--- src/shared/ldpwm_pkg.sv ---
// Operation
// - Enable low over 30 ms shuts down
// - DC level 0..255, resets to 255
// - DC level changes apply while running
// - DC level zero disconnects all channels
// - On-current scales linearly with DC level
// - One common gate drives all six channels
// - Register mode: internal 255-step PWM duty
// - Ratiometric duty is input duty times brightness
// - Direct mode follows input frequency and duty
// - Reset dimming method is ratiometric
// - Register mode average is level over 255
// - Brightness register 0..255, resets to 0xFF
// - Brightness zero disconnects all channels, except in mode 0x03 or with grounded bus pins
// - Mode 0x01 with input high follows brightness; code sets level one below nonzero brightness (254 at 0xFF)
// - Ratiometric uses top 8 product bits
// - Input low over 30.5 ms shuts down, except in mode 0x05 without grounded bus pins
package ldpwm_pkg;

  // ----------------------------------------
  // Register map
  // ----------------------------------------
  localparam logic [7:0] ADDR_BRIGHT  = 8'h00;
  localparam logic [7:0] ADDR_MODE    = 8'h01;
  localparam logic [7:0] ADDR_DC      = 8'h07;
  localparam logic [7:0] RST_BRIGHT   = 8'hFF;
  localparam logic [7:0] RST_MODE     = 8'h01;
  localparam logic [7:0] RST_DC       = 8'hFF;

  // ----------------------------------------
  // Dimming method codes
  // ----------------------------------------
  localparam logic [7:0] MODE_RATIO   = 8'h01;
  localparam logic [7:0] MODE_EXT     = 8'h03;
  localparam logic [7:0] MODE_REG     = 8'h05;

  // ----------------------------------------
  // Timing
  // ----------------------------------------
  localparam int         CLK_MHZ      = 25;
  localparam int         EN_LOW_US    = 30000;
  localparam int         PWM_LOW_US   = 30500;
  localparam int         EN_LOW_CYC   = EN_LOW_US * CLK_MHZ;
  localparam int         PWM_LOW_CYC  = PWM_LOW_US * CLK_MHZ;
  localparam logic [7:0] LAST_STEP    = 8'hFE;
  localparam logic [2:0] STRAP_AT     = 3'h6;
  localparam logic [3:0] BYTE_BITS    = 4'h8;

  // ----------------------------------------
  // Pin index in the synchroniser bank
  // ----------------------------------------
  localparam int         PIN_SCL      = 0;
  localparam int         PIN_SDA      = 1;
  localparam int         PIN_EN       = 2;
  localparam int         PIN_PWM      = 3;
  localparam int         PIN_FREQ     = 4;
  localparam int         NPINS        = 5;
  localparam logic [4:0] PIN_RST      = 5'h03;

  typedef enum logic [2:0] {
    SER_IDLE,
    SER_ADDR,
    SER_REG,
    SER_WDATA,
    SER_RDATA
  } ldpwm_ser_t;

endpackage

--- src/hw/ldpwm_top.sv ---
`timescale 1ns/1ps
module ldpwm_top
  import ldpwm_pkg::*;
#(
  parameter logic [6:0] DEV_ADDR    = 7'h2C,   // Arbitrary value
  parameter int         NCH         = 6,
  parameter int         STEP_DIV    = 490,
  parameter int         EN_LOW_CNT  = EN_LOW_CYC,
  parameter int         PWM_LOW_CNT = PWM_LOW_CYC
) (
  // Clock and reset
  input  wire logic           clk,
  input  wire logic           arst_n,
  // Serial register port
  input  wire logic           scl_i,
  input  wire logic           sda_i,
  output logic                sda_o,
  output logic                sda_oe_n,
  // Control pins
  input  wire logic           en_i,
  input  wire logic           pwm_i,
  input  wire logic           dimming_freq_resistor_pin_high,
  // Channel drive
  output logic [NCH-1:0]      ch_on,
  output logic [7:0]          ch_current_level,
  output logic                shutdown
);

  // ----------------------------------------
  // Pin synchronisers
  // ----------------------------------------
  logic [NPINS-1:0] raw;
  logic [NPINS-1:0] s1_q;
  logic [NPINS-1:0] s2_q;
  logic [NPINS-1:0] s3_q;
  logic [NPINS-1:0] filt_q;
  logic [NPINS-1:0] prev_q;

  assign raw = {dimming_freq_resistor_pin_high, pwm_i, en_i, sda_i, scl_i};

  genvar gp;
  generate
    for (gp = 0; gp < NPINS; gp++) begin : g_sync
      always_ff @(posedge clk or negedge arst_n) begin
        if (!arst_n) begin
          s1_q[gp]   <= PIN_RST[gp];
          s2_q[gp]   <= PIN_RST[gp];
          s3_q[gp]   <= PIN_RST[gp];
          filt_q[gp] <= PIN_RST[gp];
          prev_q[gp] <= PIN_RST[gp];
        end else begin
          s1_q[gp]   <= raw[gp];
          s2_q[gp]   <= s1_q[gp];
          s3_q[gp]   <= s2_q[gp];
          // Change only counts once two stages agree
          if (s2_q[gp] == s3_q[gp]) begin
            filt_q[gp] <= s3_q[gp];
          end
          prev_q[gp] <= filt_q[gp];
        end
      end
    end
  endgenerate

  logic scl_f;
  logic sda_f;
  logic en_f;
  logic pwm_f;
  logic scl_rise;
  logic scl_fall;
  logic bus_start;
  logic bus_stop;

  assign scl_f     = filt_q[PIN_SCL];
  assign sda_f     = filt_q[PIN_SDA];
  assign en_f      = filt_q[PIN_EN];
  assign pwm_f     = filt_q[PIN_PWM];
  assign scl_rise  = scl_f & ~prev_q[PIN_SCL];
  assign scl_fall  = ~scl_f & prev_q[PIN_SCL];
  assign bus_start = scl_f & prev_q[PIN_SCL] & ~sda_f & prev_q[PIN_SDA];
  assign bus_stop  = scl_f & prev_q[PIN_SCL] & sda_f & ~prev_q[PIN_SDA];

  // ----------------------------------------
  // Straps caught after reset release
  // ----------------------------------------
  logic [2:0] strap_cnt_q;
  logic       pins_gnd_q;
  logic       direct_q;

  always_ff @(posedge clk or negedge arst_n) begin
    if (!arst_n) begin
      strap_cnt_q <= '0;
      pins_gnd_q  <= 1'b0;
      direct_q    <= 1'b0;
    end else if (strap_cnt_q < STRAP_AT) begin
      strap_cnt_q <= strap_cnt_q + 3'h1;
    end else if (strap_cnt_q == STRAP_AT) begin
      // Grounded bus pins force input-only or direct dimming
      // Sampled once only: every START also holds both bus pins low
      strap_cnt_q <= strap_cnt_q + 3'h1;
      pins_gnd_q  <= ~scl_f & ~sda_f;
      direct_q    <= ~scl_f & ~sda_f & filt_q[PIN_FREQ];
    end
  end

  // ----------------------------------------
  // Shutdown timers
  // ----------------------------------------
  logic [19:0] en_cnt_q;
  logic [19:0] pwm_cnt_q;
  logic        en_off_q;
  logic        pwm_off_q;
  logic [7:0]  mode_q;
  logic        uses_input;

  assign uses_input = pins_gnd_q | (mode_q != MODE_REG);

  always_ff @(posedge clk or negedge arst_n) begin
    if (!arst_n) begin
      en_cnt_q <= '0;
      en_off_q <= 1'b0;
    end else if (en_f) begin
      en_cnt_q <= '0;
      en_off_q <= 1'b0;
    end else if (en_cnt_q >= 20'(EN_LOW_CNT)) begin
      en_off_q <= 1'b1;
    end else begin
      en_cnt_q <= en_cnt_q + 20'h1;
    end
  end

  always_ff @(posedge clk or negedge arst_n) begin
    if (!arst_n) begin
      pwm_cnt_q <= '0;
      pwm_off_q <= 1'b0;
    end else if (pwm_f || !uses_input) begin
      pwm_cnt_q <= '0;
      pwm_off_q <= 1'b0;
    end else if (pwm_cnt_q >= 20'(PWM_LOW_CNT)) begin
      pwm_off_q <= 1'b1;
    end else begin
      pwm_cnt_q <= pwm_cnt_q + 20'h1;
    end
  end

  assign shutdown = en_off_q | pwm_off_q;

  // ----------------------------------------
  // Serial register port
  // ----------------------------------------
  ldpwm_ser_t st_q;
  logic [3:0] bit_q;
  logic [7:0] sh_q;
  logic [7:0] tx_q;
  logic [7:0] ptr_q;
  logic       ack_q;
  logic       rw_q;
  logic       nack_q;
  logic       wr_en;
  logic [7:0] bright_q;
  logic [7:0] dc_q;
  logic [7:0] rd_val;
  logic [7:0] rd_next;

  function automatic logic [7:0] reg_read(input logic [7:0] a,
                                          input logic [7:0] b,
                                          input logic [7:0] m,
                                          input logic [7:0] d);
    logic [7:0] v;
    v = 8'h00;
    case (a)
      ADDR_BRIGHT: v = b;
      ADDR_MODE:   v = m;
      ADDR_DC:     v = d;
      default:     v = 8'h00;
    endcase
    return v;
  endfunction

  assign rd_val  = reg_read(ptr_q, bright_q, mode_q, dc_q);
  assign rd_next = reg_read(ptr_q + 8'h01, bright_q, mode_q, dc_q);
  assign wr_en   = scl_fall & ~ack_q & (bit_q == BYTE_BITS) & (st_q == SER_WDATA);
  assign sda_o   = 1'b0;

  always_ff @(posedge clk or negedge arst_n) begin
    if (!arst_n) begin
      st_q     <= SER_IDLE;
      bit_q    <= '0;
      sh_q     <= '0;
      tx_q     <= '0;
      ptr_q    <= '0;
      ack_q    <= 1'b0;
      rw_q     <= 1'b0;
      nack_q   <= 1'b0;
      sda_oe_n <= 1'b1;
    end else if (bus_start) begin
      st_q     <= SER_ADDR;
      bit_q    <= '0;
      ack_q    <= 1'b0;
      sda_oe_n <= 1'b1;
    end else if (bus_stop) begin
      st_q     <= SER_IDLE;
      sda_oe_n <= 1'b1;
    end else if (scl_rise && st_q != SER_IDLE) begin
      if (ack_q) begin
        nack_q <= sda_f;
      end else begin
        sh_q  <= {sh_q[6:0], sda_f};
        bit_q <= bit_q + 4'h1;
      end
    end else if (scl_fall && st_q != SER_IDLE) begin
      if (!ack_q && bit_q == BYTE_BITS) begin
        ack_q    <= 1'b1;
        bit_q    <= '0;
        sda_oe_n <= 1'b1;
        case (st_q)
          SER_ADDR: begin
            rw_q     <= sh_q[0];
            sda_oe_n <= (sh_q[7:1] != DEV_ADDR);
            if (sh_q[7:1] != DEV_ADDR) begin
              st_q <= SER_IDLE;
            end
          end
          SER_REG: begin
            ptr_q    <= sh_q;
            sda_oe_n <= 1'b0;
          end
          SER_WDATA: begin
            ptr_q    <= ptr_q + 8'h01;
            sda_oe_n <= 1'b0;
          end
          default: sda_oe_n <= 1'b1;
        endcase
      end else if (ack_q) begin
        ack_q    <= 1'b0;
        sda_oe_n <= 1'b1;
        case (st_q)
          SER_ADDR: begin
            if (rw_q) begin
              st_q     <= SER_RDATA;
              tx_q     <= rd_val;
              sda_oe_n <= rd_val[7];
            end else begin
              st_q <= SER_REG;
            end
          end
          SER_REG:   st_q <= SER_WDATA;
          SER_WDATA: st_q <= SER_WDATA;
          SER_RDATA: begin
            // Host nack ends the read burst
            if (nack_q) begin
              st_q <= SER_IDLE;
            end else begin
              ptr_q    <= ptr_q + 8'h01;
              tx_q     <= rd_next;
              sda_oe_n <= rd_next[7];
            end
          end
          default: st_q <= SER_IDLE;
        endcase
      end else if (st_q == SER_RDATA) begin
        if (bit_q == BYTE_BITS) begin
          ack_q    <= 1'b1;
          bit_q    <= '0;
          sda_oe_n <= 1'b1;
        end else begin
          sda_oe_n <= tx_q[~bit_q[2:0]];
        end
      end
    end
  end

  // ----------------------------------------
  // Registers, reloaded with reset values by power-down
  // ----------------------------------------
  always_ff @(posedge clk or negedge arst_n) begin
    if (!arst_n) begin
      bright_q <= RST_BRIGHT;
      mode_q   <= RST_MODE;
      dc_q     <= RST_DC;
    end else if (shutdown) begin
      bright_q <= RST_BRIGHT;
      mode_q   <= RST_MODE;
      dc_q     <= RST_DC;
    end else if (wr_en) begin
      case (ptr_q)
        ADDR_BRIGHT: bright_q <= sh_q;
        ADDR_MODE:   mode_q   <= sh_q;
        ADDR_DC:     dc_q     <= sh_q;
        default:     dc_q     <= dc_q;
      endcase
    end
  end

  // ----------------------------------------
  // Dimming period and input duty capture
  // ----------------------------------------
  logic [15:0] div_q;
  logic        step_tick;
  logic [7:0]  step_q;
  logic [7:0]  hi_cnt_q;
  logic [7:0]  duty_q;

  assign step_tick = (div_q == 16'(STEP_DIV - 1));

  always_ff @(posedge clk or negedge arst_n) begin
    if (!arst_n) begin
      div_q  <= '0;
      step_q <= '0;
    end else if (step_tick) begin
      div_q  <= '0;
      step_q <= (step_q == LAST_STEP) ? 8'h00 : step_q + 8'h01;
    end else begin
      div_q  <= div_q + 16'h1;
    end
  end

  // 255 samples per period give an 8-bit duty directly
  always_ff @(posedge clk or negedge arst_n) begin
    if (!arst_n) begin
      hi_cnt_q <= '0;
      duty_q   <= 8'hFF;
    end else if (step_tick) begin
      if (step_q == LAST_STEP) begin
        duty_q   <= hi_cnt_q + {7'h00, pwm_f};
        hi_cnt_q <= '0;
      end else begin
        hi_cnt_q <= hi_cnt_q + {7'h00, pwm_f};
      end
    end
  end

  // ----------------------------------------
  // Level select and common gate
  // ----------------------------------------
  logic [15:0] prod;
  logic [7:0]  level;
  logic        gate_q;

  assign prod = duty_q * bright_q;

  always_comb begin
    level = prod[15:8];
    if (pins_gnd_q || mode_q == MODE_EXT) begin
      level = duty_q;
    end else if (mode_q == MODE_REG) begin
      level = bright_q;
    end
  end

  always_ff @(posedge clk or negedge arst_n) begin
    if (!arst_n) begin
      gate_q <= 1'b0;
    end else if (direct_q) begin
      gate_q <= pwm_f;
    end else begin
      gate_q <= (step_q < level);
    end
  end

  // Current level only matters while the gate is on
  always_ff @(posedge clk or negedge arst_n) begin
    if (!arst_n) begin
      ch_current_level <= RST_DC;
    end else begin
      ch_current_level <= dc_q;
    end
  end

  genvar gc;
  generate
    for (gc = 0; gc < NCH; gc++) begin : g_ch
      always_ff @(posedge clk or negedge arst_n) begin
        if (!arst_n) begin
          ch_on[gc] <= 1'b0;
        end else begin
          ch_on[gc] <= gate_q & (dc_q != 8'h00) & ~shutdown;
        end
      end
    end
  endgenerate

endmodule

--- config.mk ---
export PLATFORM = sky130hd
export DESIGN_NAME = ldpwm_top
export DESIGN_NICKNAME = d
export VERILOG_FILES = /design/src/shared/ldpwm_pkg.sv /design/src/hw/ldpwm_top.sv
export SDC_FILE = /design/constraint.sdc
export NUM_CORES = 1
export LEC_CHECK = 0
export ABC_AREA = 1
export BUFFER_PORTS_ARGS = -buffer_cell sky130_fd_sc_hd__buf_2
export CORE_UTILIZATION = 55
export DETAILED_ROUTE_END_ITERATION = 7
export MAX_ROUTING_LAYER = met4
export PLACE_DENSITY = 0.71
export SETUP_SLACK_MARGIN = 0.15
export SKIP_CTS_REPAIR_TIMING = 1
export SLEW_MARGIN = 20
export SYNTH_ARGS = -nofsm -noshare
export SYNTH_HDL_FRONTEND = slang
export SYNTH_SLANG_ARGS = --single-unit
--- constraint.sdc ---
create_clock -name clk -period 6.4 [get_ports clk]
set_input_delay 0.96 -clock clk [delete_from_list [all_inputs] [get_ports clk]]
set_output_delay 0.96 -clock clk [all_outputs]
set_load 0.05 [all_outputs]
==> results.cfg, run 1 <==
[layout]
design_area_um2 = 12400
final_nets = 1564
num-fill-cells = 1840
drive_above_1_share_pct = 9.55
antenna_cells = 0
area_growth_syn_to_layout_pct = 7.32
utilization_pct = 60.7

[worst_setup_path]
cp_max_fo = 12
crit_path_start = bright_q[7]$_DFFE_PN1P_
cp.arrival_ps = 6060
r2r_cells = 27
end_kind = flop
startpoint_type = flop
rr_startpoint = bright_q[7]$_DFFE_PN1P_
required_ps = 6770
reg2reg_to = gate_q$_DFF_PN0_
r2r_slack_ps = 710
critPathKind = flop to flop

[global_route]
grt_pass1_wl_um = 44200
grtUsageTotal_pct = 26.4
grt_overflow = 0
grt_antenna_before_repair = 0
grt_pass1_vias = 8994
grt_max_degree = 116

[logic_synthesis]
syn_nets = 1565
synth_area_um2 = 11600
yosys_warnings = 0
avgSynthCellArea_um2 = 7.89
ys_types = 54
synthCells = 1464
synth_edf_count = 0
synth-async-reset-ratio_pct = 100
ys_seq_area_share_pct = 39.0
ys_dominant_reg_cell = dfrtp_1
ys_ff_latch = 178

[power]
pwr-share-comb_pct = 11.5
p_leak_uw = 0.00623
finalPower_uw = 2610
ir_drop_mv = 0.208
p_seq_share_pct = 47.7
clkPwrFrac_pct = 40.8
p_switching_uw = 741
power_density_nw_per_um2 = 210
p_int_uw = 1870
netSwitchingFraction_pct = 28.4

[placement]
hpwlAfterDp_um = 19300
numPortBuffers = 22
dpl_cell_area_um2 = 11800
gp_congestion = 0.945

[cts]
cts_root_buffer = clkbuf_16
insertion_delay_ps = 440
cts.reportedPaths.clkPinSlew_ps = 70
cts_tree = yes
clock_sinks = 178
htree_levels = 4
cts_max_path_buffers = 2
cts_made_buffers = 17

[drt]
firstDrtPassIters = 5
drc = 0
vias = 9542
avgViaCountPerCell = 5.47
routed_wl_um = 26100
postRouteAntennaNets = 0
wire_per_inst_um = 14.9
drt_iter0_drc = 846

[timing]
tightest_slew_ps = 936
slew_headroom_pct = 37.6
finalCritPeriodShare_pct = 88.8
hold_viol = 0
setup_violations = 0
fin_worst_skew_ps = 12.1
layout_min_cycle_time_ps = 5690
setup-tns-final_ps = 0
fmax_ghz = 0.176
rsz0062_at_grt = false
slew_violations = 0

[floorplanning]
dieArea_um2 = 21600
start_util_pct = 56.5
die_h_um = 147
fp-row-count = 52
core-area_um2 = 20400
die_x_um = 147
io_pins = 24

[worst_hold_path]
min_from = s1_q[3]$_DFF_PN0_
min-delay-path-class = flop to flop
hold_depth = 0
hold_path_end = s2_q[3]$_DFF_PN0_

[outcome]
status = complete, no violations

[job]
max_cap_violations = 0
-- cell type report --
class | count | area (um^2) | area share [%]
Clock buffer | 20 | 447 | 3.60
Clock inverter | 12 | 145 | 1.17
Inverter | 264 | 991 | 7.99
Multi-Input combinational cell | 978 | 5830 | 47.1
Timing Repair Buffer | 24 | 134 | 1.08
Sequential cell | 178 | 4510 | 36.4
Tap cell | 270 | 338 | 2.72
-- layout by cell type, fill, tap and decap left out, types with 9 or more instances in the layout --
cell,synthesis,final
o31ai_1,11,11
buf_2,12,21
nor2_1,110,110
ha_1,59,59
nand2_1,293,293
nor4_1,13,13
dfrtp_1,134,134
dfstp_2,44,44
nand4_1,32,32
inv_2,9,9
o22ai_1,15,15
nand3_1,84,84
clkbuf_16,0,17
nor3_1,29,29
o21ai_1,15,15
a21oi_1,79,79
o21ai_0,97,97
inv_1,253,253
xor2_1,25,25
fa_1,35,35
-- flip-flops by register name, indices dropped and copies added, names as in the netlist, 2 cells and up --
| signal | flops |
|---|---|
| ch_current_level | 8 |
| duty_q | 8 |
| sh_q | 8 |
| s2_q | 5 |
| tx_q | 8 |
| prev_q | 2 |
| s3_q | 5 |
| pwm_cnt_q | 20 |
| hi_cnt_q | 8 |
| en_cnt_q | 20 |
| strap_cnt_q | 3 |
| step_q | 8 |
| ptr_q | 8 |
| dc_q | 8 |
| div_q | 16 |
| mode_q | 8 |
| bright_q | 8 |
| bit_q | 4 |
| s1_q | 5 |
| st_q | 3 |
-- synth_stat cells, drive strengths merged, types with 3 or more instances --
| master | instances | area share (%) |
|---|---|---|
| o21ai | 114 | 5.1 |
| maj3 | 5 | 0.43 |
| fa | 35 | 6.1 |
| inv | 262 | 8.5 |
| a31oi | 7 | 0.38 |
| o21a | 3 | 0.19 |
| and3 | 3 | 0.16 |
| xor2 | 25 | 1.9 |
| nor3 | 35 | 1.8 |
| nor2 | 118 | 4.2 |
| dfstp | 44 | 10 |
| a21oi | 81 | 3.6 |
| nand3 | 86 | 3.9 |
| dfrtp | 134 | 29 |
| clkbuf | 21 | 0.68 |
| nor4 | 15 | 0.92 |
| o211ai | 5 | 0.32 |
| o221ai | 6 | 0.45 |
| buf | 23 | 1.2 |
| nand4 | 32 | 1.7 |
| o31ai | 11 | 0.71 |
| o22ai | 15 | 0.81 |
| ha | 59 | 6.4 |
| nand2 | 300 | 9.9 |
| or2 | 5 | 0.27 |
| xnor2 | 7 | 0.53 |
-- worst max path at each step --
stage	endpoint	slack, ps	cells past startpoint
after floorplan	gate_q$_DFF_PN0_	1020	27
after global placement	gate_q$_DFF_PN0_	830	26
after detailed placement	gate_q$_DFF_PN0_	700	27
after CTS	gate_q$_DFF_PN0_	680	27
after global routing	gate_q$_DFF_PN0_	260	27
final	gate_q$_DFF_PN0_	710	27
-- cell families after synthesis --
logic type                 Yosys count  share of synthesized area (%)
and+or+nand+nor                    595                           23.0
buffers and inverters              308                           10.5
AOI/OAI and AO/OA                  251                           12.2
DFF                                178                           39.0
adders and majority gates           99                           12.9
xor gates and xnor gates            32                           2.43
other                                1                         0.0325
-- stage by stage --
stage          setup slack (ps)  cells  hold WS, ps
2_1_floorplan              1020   1464          331
3_3_place_gp                832   1714          334
3_5_place_dp                699   1714          337
4_1_cts                     677   1746          351
5_1_grt                     255   1746          359
6_report                    714   1746          349
-- power by group through the flow --
stage	logic (uW)	clock network, uW	registers [uW]
global route	343	1130	1250
global placement	296	0	1260
floorplan	197	0	1260
CTS	300	1080	1240
finish	300	1060	1240
detailed placement	297	0	1260
-- metal layers --
layer / routed length (um) / up-vias / GRT usage, %
met2: 12100 / 220 / 40.6
met3: 1200 / 38 / 4.60
li1: - / 4714 / -
met1: 12300 / 4570 / 36.2
met4: 411 / 0 / 6.91
met5: 0 / - / -
-- worst max-delay path, stage by stage (launching register included) --
cell and delay (ps):
dfstp_2 670, nand2_1 120, fa_1 520, fa_1 540
inv_1 60, fa_1 530, inv_1 60, fa_1 540
inv_1 60, ha_1 320, nand2_1 120, inv_1 50
a21oi_1 230, nand2_1 90, nand2_1 80, nand2_1 80
nand2_1 110, nand3_1 100, nand3_1 90, nand2_1 50
o21ai_0 150, o21ai_0 120, ha_1 320, a21oi_1 150
nor2_1 50, a2111oi_0 280, nand2_1 90, nand2_1 60
Power figures use the tool's default switching activity.
==> run 2: changes to the inputs <==
--- a/config.mk
+++ b/config.mk
@@ -8,6 +8,7 @@
 export ABC_AREA = 1
 export BUFFER_PORTS_ARGS = -buffer_cell sky130_fd_sc_hd__buf_2
 export CORE_UTILIZATION = 55
+export CTS_BUF_LIST = sky130_fd_sc_hd__clkbuf_8 sky130_fd_sc_hd__clkbuf_16
 export DETAILED_ROUTE_END_ITERATION = 7
 export MAX_ROUTING_LAYER = met4
 export PLACE_DENSITY = 0.71
==> run 2 against run 1 <==
Against the previous run: final cell count unchanged; non-clock buffer count unchanged; clock power about the same; hold slack about the same; setup slack worse by 2.9 ps; sequential cell count unchanged; via count about the same; core utilization unchanged; maximum frequency about the same; sequential power about the same; global-route usage unchanged; critical path type unchanged; largest cell class unchanged.
==> results.cfg, run 2 (synthesized netlist as in run 1, its figures left out) <==
[outcome]
status = complete, no violations

[timing]
fin_worst_skew_ps = 12.9
rsz0062_at_grt = false
slew_headroom_pct = 37.6
setup-tns-final_ps = 0
setup_violations = 0
fmax_ghz = 0.176
tightest_slew_ps = 936
finalCritPeriodShare_pct = 88.9
layout_min_cycle_time_ps = 5690
slew_violations = 0
hold_viol = 0

[worst_setup_path]
rr_startpoint = bright_q[7]$_DFFE_PN1P_
r2r_cells = 27
critPathKind = flop to flop
crit_family = adder cells
cp_max_fo = 12
crit_buf_inv = 4
crit_top_cell = nand2_1
required_ps = 6770
end_kind = flop
cp.arrival_ps = 6060
slowest_delay_ps = 670
r2r_slack_ps = 710
crit_slowest_cell = dfstp_2
cp.depth = 27
startpoint_type = flop
reg2reg_to = gate_q$_DFF_PN0_

[worst_hold_path]
min_from = s1_q[3]$_DFF_PN0_
hold_path_end = s2_q[3]$_DFF_PN0_
min-delay-path-class = flop to flop
hold_depth = 0

[cts]
cts_root_buffer = clkbuf_16
cts_tree = yes
insertion_delay_ps = 440
cts_max_path_buffers = 2
clock_sinks = 178
htree_levels = 4
cts_made_buffers = 17
cts.reportedPaths.clkPinSlew_ps = 70

[global_route]
grt_pass1_vias = 8994
grt_max_degree = 116
grt_antenna_before_repair = 0
grt_pass1_wl_um = 44200
grt_overflow = 0
grtUsageTotal_pct = 26.4

[placement]
gp_congestion = 0.945
numPortBuffers = 22
hpwlAfterDp_um = 19300
dpl_cell_area_um2 = 11800
post-place-cells = 1714

[floorplanning]
die_h_um = 147
core-area_um2 = 20400
io_pins = 24
die_x_um = 147
start_util_pct = 56.5
dieArea_um2 = 21600
fp-row-count = 52

[power]
ir_drop_mv = 0.208
power_density_nw_per_um2 = 210
p_leak_uw = 0.00623

[drt]
drc = 0
wire_per_inst_um = 14.9
vias = 9549
avgViaCountPerCell = 5.47
postRouteAntennaNets = 0
firstDrtPassIters = 5
routed_wl_um = 26000
drt_iter0_drc = 850

[layout]
design_area_um2 = 12400
final_cell_mix = nand2_1, inv_1, dfrtp_1, nor2_1, o21ai_0
antenna_cells = 0
final_nets = 1564
utilization_pct = 60.7
area_growth_syn_to_layout_pct = 7.32
num-fill-cells = 1840
drive_above_1_share_pct = 9.55
biggestRegsByFlops = en_cnt_q (20), pwm_cnt_q (20), div_q (16)
final_common_cell = nand2_1
instances_no_fill = 1746

[job]
max_cap_violations = 0
run 2: changes by cell type in the layout (fill, tap and decap cells not counted):
cell and change:
inv_1 +2, clkbuf_1 -2
run 2: cell type report:
cell class,count,area [um^2],area share (%)
timing repair buffer,24,134,1.08
inverter,264,991,7.99
multi-input combinational,978,5830,47.1
clock inverter,14,153,1.23
tap,270,338,2.72
clock buffer,18,439,3.54
sequential,178,4510,36.4
run 2: where the power goes:
part | internal, uW | switching [uW]
Combinational | 85.0 | 214
Clock | 592 | 467
Sequential | 1190 | 58.4
Total | 1860 | 740
run 2: how the worst max path moves through the flow:
stage	start	end	slack (ps)
after global placement	bright_q[7]$_DFFE_PN1P_	gate_q$_DFF_PN0_	830
final	bright_q[7]$_DFFE_PN1P_	gate_q$_DFF_PN0_	710
after CTS	bright_q[7]$_DFFE_PN1P_	gate_q$_DFF_PN0_	680
after detailed placement	bright_q[7]$_DFFE_PN1P_	gate_q$_DFF_PN0_	700
after global routing	bright_q[7]$_DFFE_PN1P_	gate_q$_DFF_PN0_	260
after floorplan	bright_q[7]$_DFFE_PN1P_	gate_q$_DFF_PN0_	1020
run 2: per-stage QoR:
stage,power (uW),hold slack [ps],setup slack (ps)
after floorplan,1450,331,1020
after global placement,1560,334,832
after detailed placement,1560,337,699
after CTS,2630,351,677
after global routing,2720,359,255
final,2600,349,711
run 2: worst register-to-register path: cells and delay by family (launching register included):
family                   cells  cell delay, ps
AND/OR/NAND/NOR             12            1040
flip-flops                   1             670
AO/OA/AOI/OAI                5             930
buffers and inverters        4             230
adder cells (fa/ha/maj)      6            2780
run 2: metal layers:
layer | global-route usage (%) | share of wire [%]
met5 | - | 0
met2 | 40.6 | 47
met1 | 36.2 | 47
met3 | 4.60 | 4.8
met4 | 6.91 | 1.5
==> run 3: changes to the inputs <==
--- a/config.mk
+++ b/config.mk
@@ -12,6 +12,7 @@
 export DETAILED_ROUTE_END_ITERATION = 7
 export MAX_ROUTING_LAYER = met4
 export PLACE_DENSITY = 0.71
+export RECOVER_POWER = 100
 export SETUP_SLACK_MARGIN = 0.15
 export SKIP_CTS_REPAIR_TIMING = 1
 export SLEW_MARGIN = 20
==> run 3 against run 2 <==
Against the previous run: the run now ends with capacitance limit, slew limit left; sequential share of layout area is 0.34 points higher; combinational power hardly changed; clock power hardly changed; highest routed layer unchanged.
==> results.cfg, run 3 (synthesized netlist as in run 1, its figures left out) <==
[floorplanning]
io_pins = 24
start_util_pct = 56.5
die_h_um = 147
dieArea_um2 = 21600
fp-row-count = 52
die_x_um = 147
core-area_um2 = 20400

[timing]
rsz0062_at_grt = false
fin_worst_skew_ps = 10.8
hold_viol = 0
setup-tns-final_ps = 0
slew_violations = 116
slew_headroom_pct = -93.7
tightest_slew_ps = 2910
fmax_ghz = 0.176
setup_slack_ps = 711
finalCritPeriodShare_pct = 88.9
setup_violations = 0
layout_min_cycle_time_ps = 5690

[placement]
dp_slack_ps = 699
hpwlAfterDp_um = 19300
gp_congestion = 0.945
post-place-cells = 1714
numPortBuffers = 22
dpl_cell_area_um2 = 11800

[drt]
postRouteAntennaNets = 0
drt_iter0_drc = 766
wire_per_inst_um = 14.9
firstDrtPassIters = 6
routed_wl_um = 26100
drc = 0
avgViaCountPerCell = 5.45
vias = 9522

[global_route]
grtUsageTotal_pct = 26.4
grt_antenna_before_repair = 0
grt_pass1_wl_um = 44200
grt_max_degree = 116
grt_overflow = 0
grt_pass1_vias = 8994

[layout]
final_nets = 1564
instances_no_fill = 1746
drive_above_1_share_pct = 6.50
design_area_um2 = 12300
final_common_cell = nand2_1
antenna_cells = 0
final_cell_mix = nand2_1, inv_1, dfrtp_1, nor2_1, o21ai_0
biggestRegsByFlops = en_cnt_q (20), pwm_cnt_q (20), div_q (16)
area_growth_syn_to_layout_pct = 6.32

[worst_setup_path]
cp.arrival_ps = 6060
critPathKind = flop to flop
slowest_delay_ps = 670
required_ps = 6770
cp_max_fo = 12
crit_buf_inv = 4
crit_slowest_cell = dfstp_2
crit_top_cell = nand2_1
end_kind = flop
crit_family = adder cells
startpoint_type = flop

[cts]
cts_made_buffers = 17
clock_sinks = 178
cts_tree = yes
cts_max_path_buffers = 2
htree_levels = 4
insertion_delay_ps = 430
cts.reportedPaths.clkPinSlew_ps = 70
cts_root_buffer = clkbuf_16

[worst_hold_path]
min-delay-path-class = flop to flop

[power]
finalPower_uw = 2600
ir_drop_mv = 0.209
p_leak_uw = 0.00615
power_density_nw_per_um2 = 211

[outcome]
status = finished, violations left
violations = capacitance limit, slew limit

[job]
max_cap_violations = 1
run 3: metal layers:
layer,share of wire [%],routed length (um),GRT usage [%],vias up
li1,-,-,-,4714
met1,47,12200,36.2,4506
met2,46,12100,40.6,268
met3,5.5,1430,4.60,34
met4,1.5,391,6.91,0
met5,0,0,-,-
run 3: area by class of cell:
cell class | instances | area, um^2
fill | 1869 | 8150
inverter | 264 | 991
clock inverter | 14 | 153
tap | 270 | 338
multi-input combinational | 978 | 5750
clock buffer | 18 | 439
sequential | 178 | 4510
timing repair buffer | 24 | 98.8
run 3: final timing paths:
kind	from	end	slack, ps	depth (start not counted)
max	bright_q[7]$_DFFE_PN1P_	gate_q$_DFF_PN0_	710	27
min	s1_q[3]$_DFF_PN0_	s2_q[3]$_DFF_PN0_	350	0
max reg2reg	bright_q[7]$_DFFE_PN1P_	gate_q$_DFF_PN0_	710	27
min reg2reg	s1_q[3]$_DFF_PN0_	s2_q[3]$_DFF_PN0_	350	0
max in group asynchronous	arst_n	pwm_cnt_q[12]$_DFFE_PN0P_	2230	2
min in group asynchronous	arst_n	ch_on[5]$_DFF_PN0_	1440	1
run 3: metrics by stage:
step	util (%)	hold slack [ps]
3_3_place_gp	57.8	334
3_5_place_dp	57.8	337
5_1_grt	60.1	359
2_1_floorplan	-	331
6_report	60.1	349
4_1_cts	60.7	351
run 3: power by group:
group | total [uW] | internal, uW | leakage [uW] | switching, uW
logic | 296 | 82.7 | 0.00361 | 213
clock network | 1060 | 592 | 0.000296 | 465
registers | 1240 | 1190 | 0.00225 | 58.1
run 3: worst register-to-register path: cells and delay by family, from the launching register on:
family                   cells  cell delay [ps]
flip-flops                   1              670
AND/OR/NAND/NOR             12             1040
adder cells (fa/ha/maj)      6             2790
buffers and inverters        4              230
AO/OA/AOI/OAI                5              920
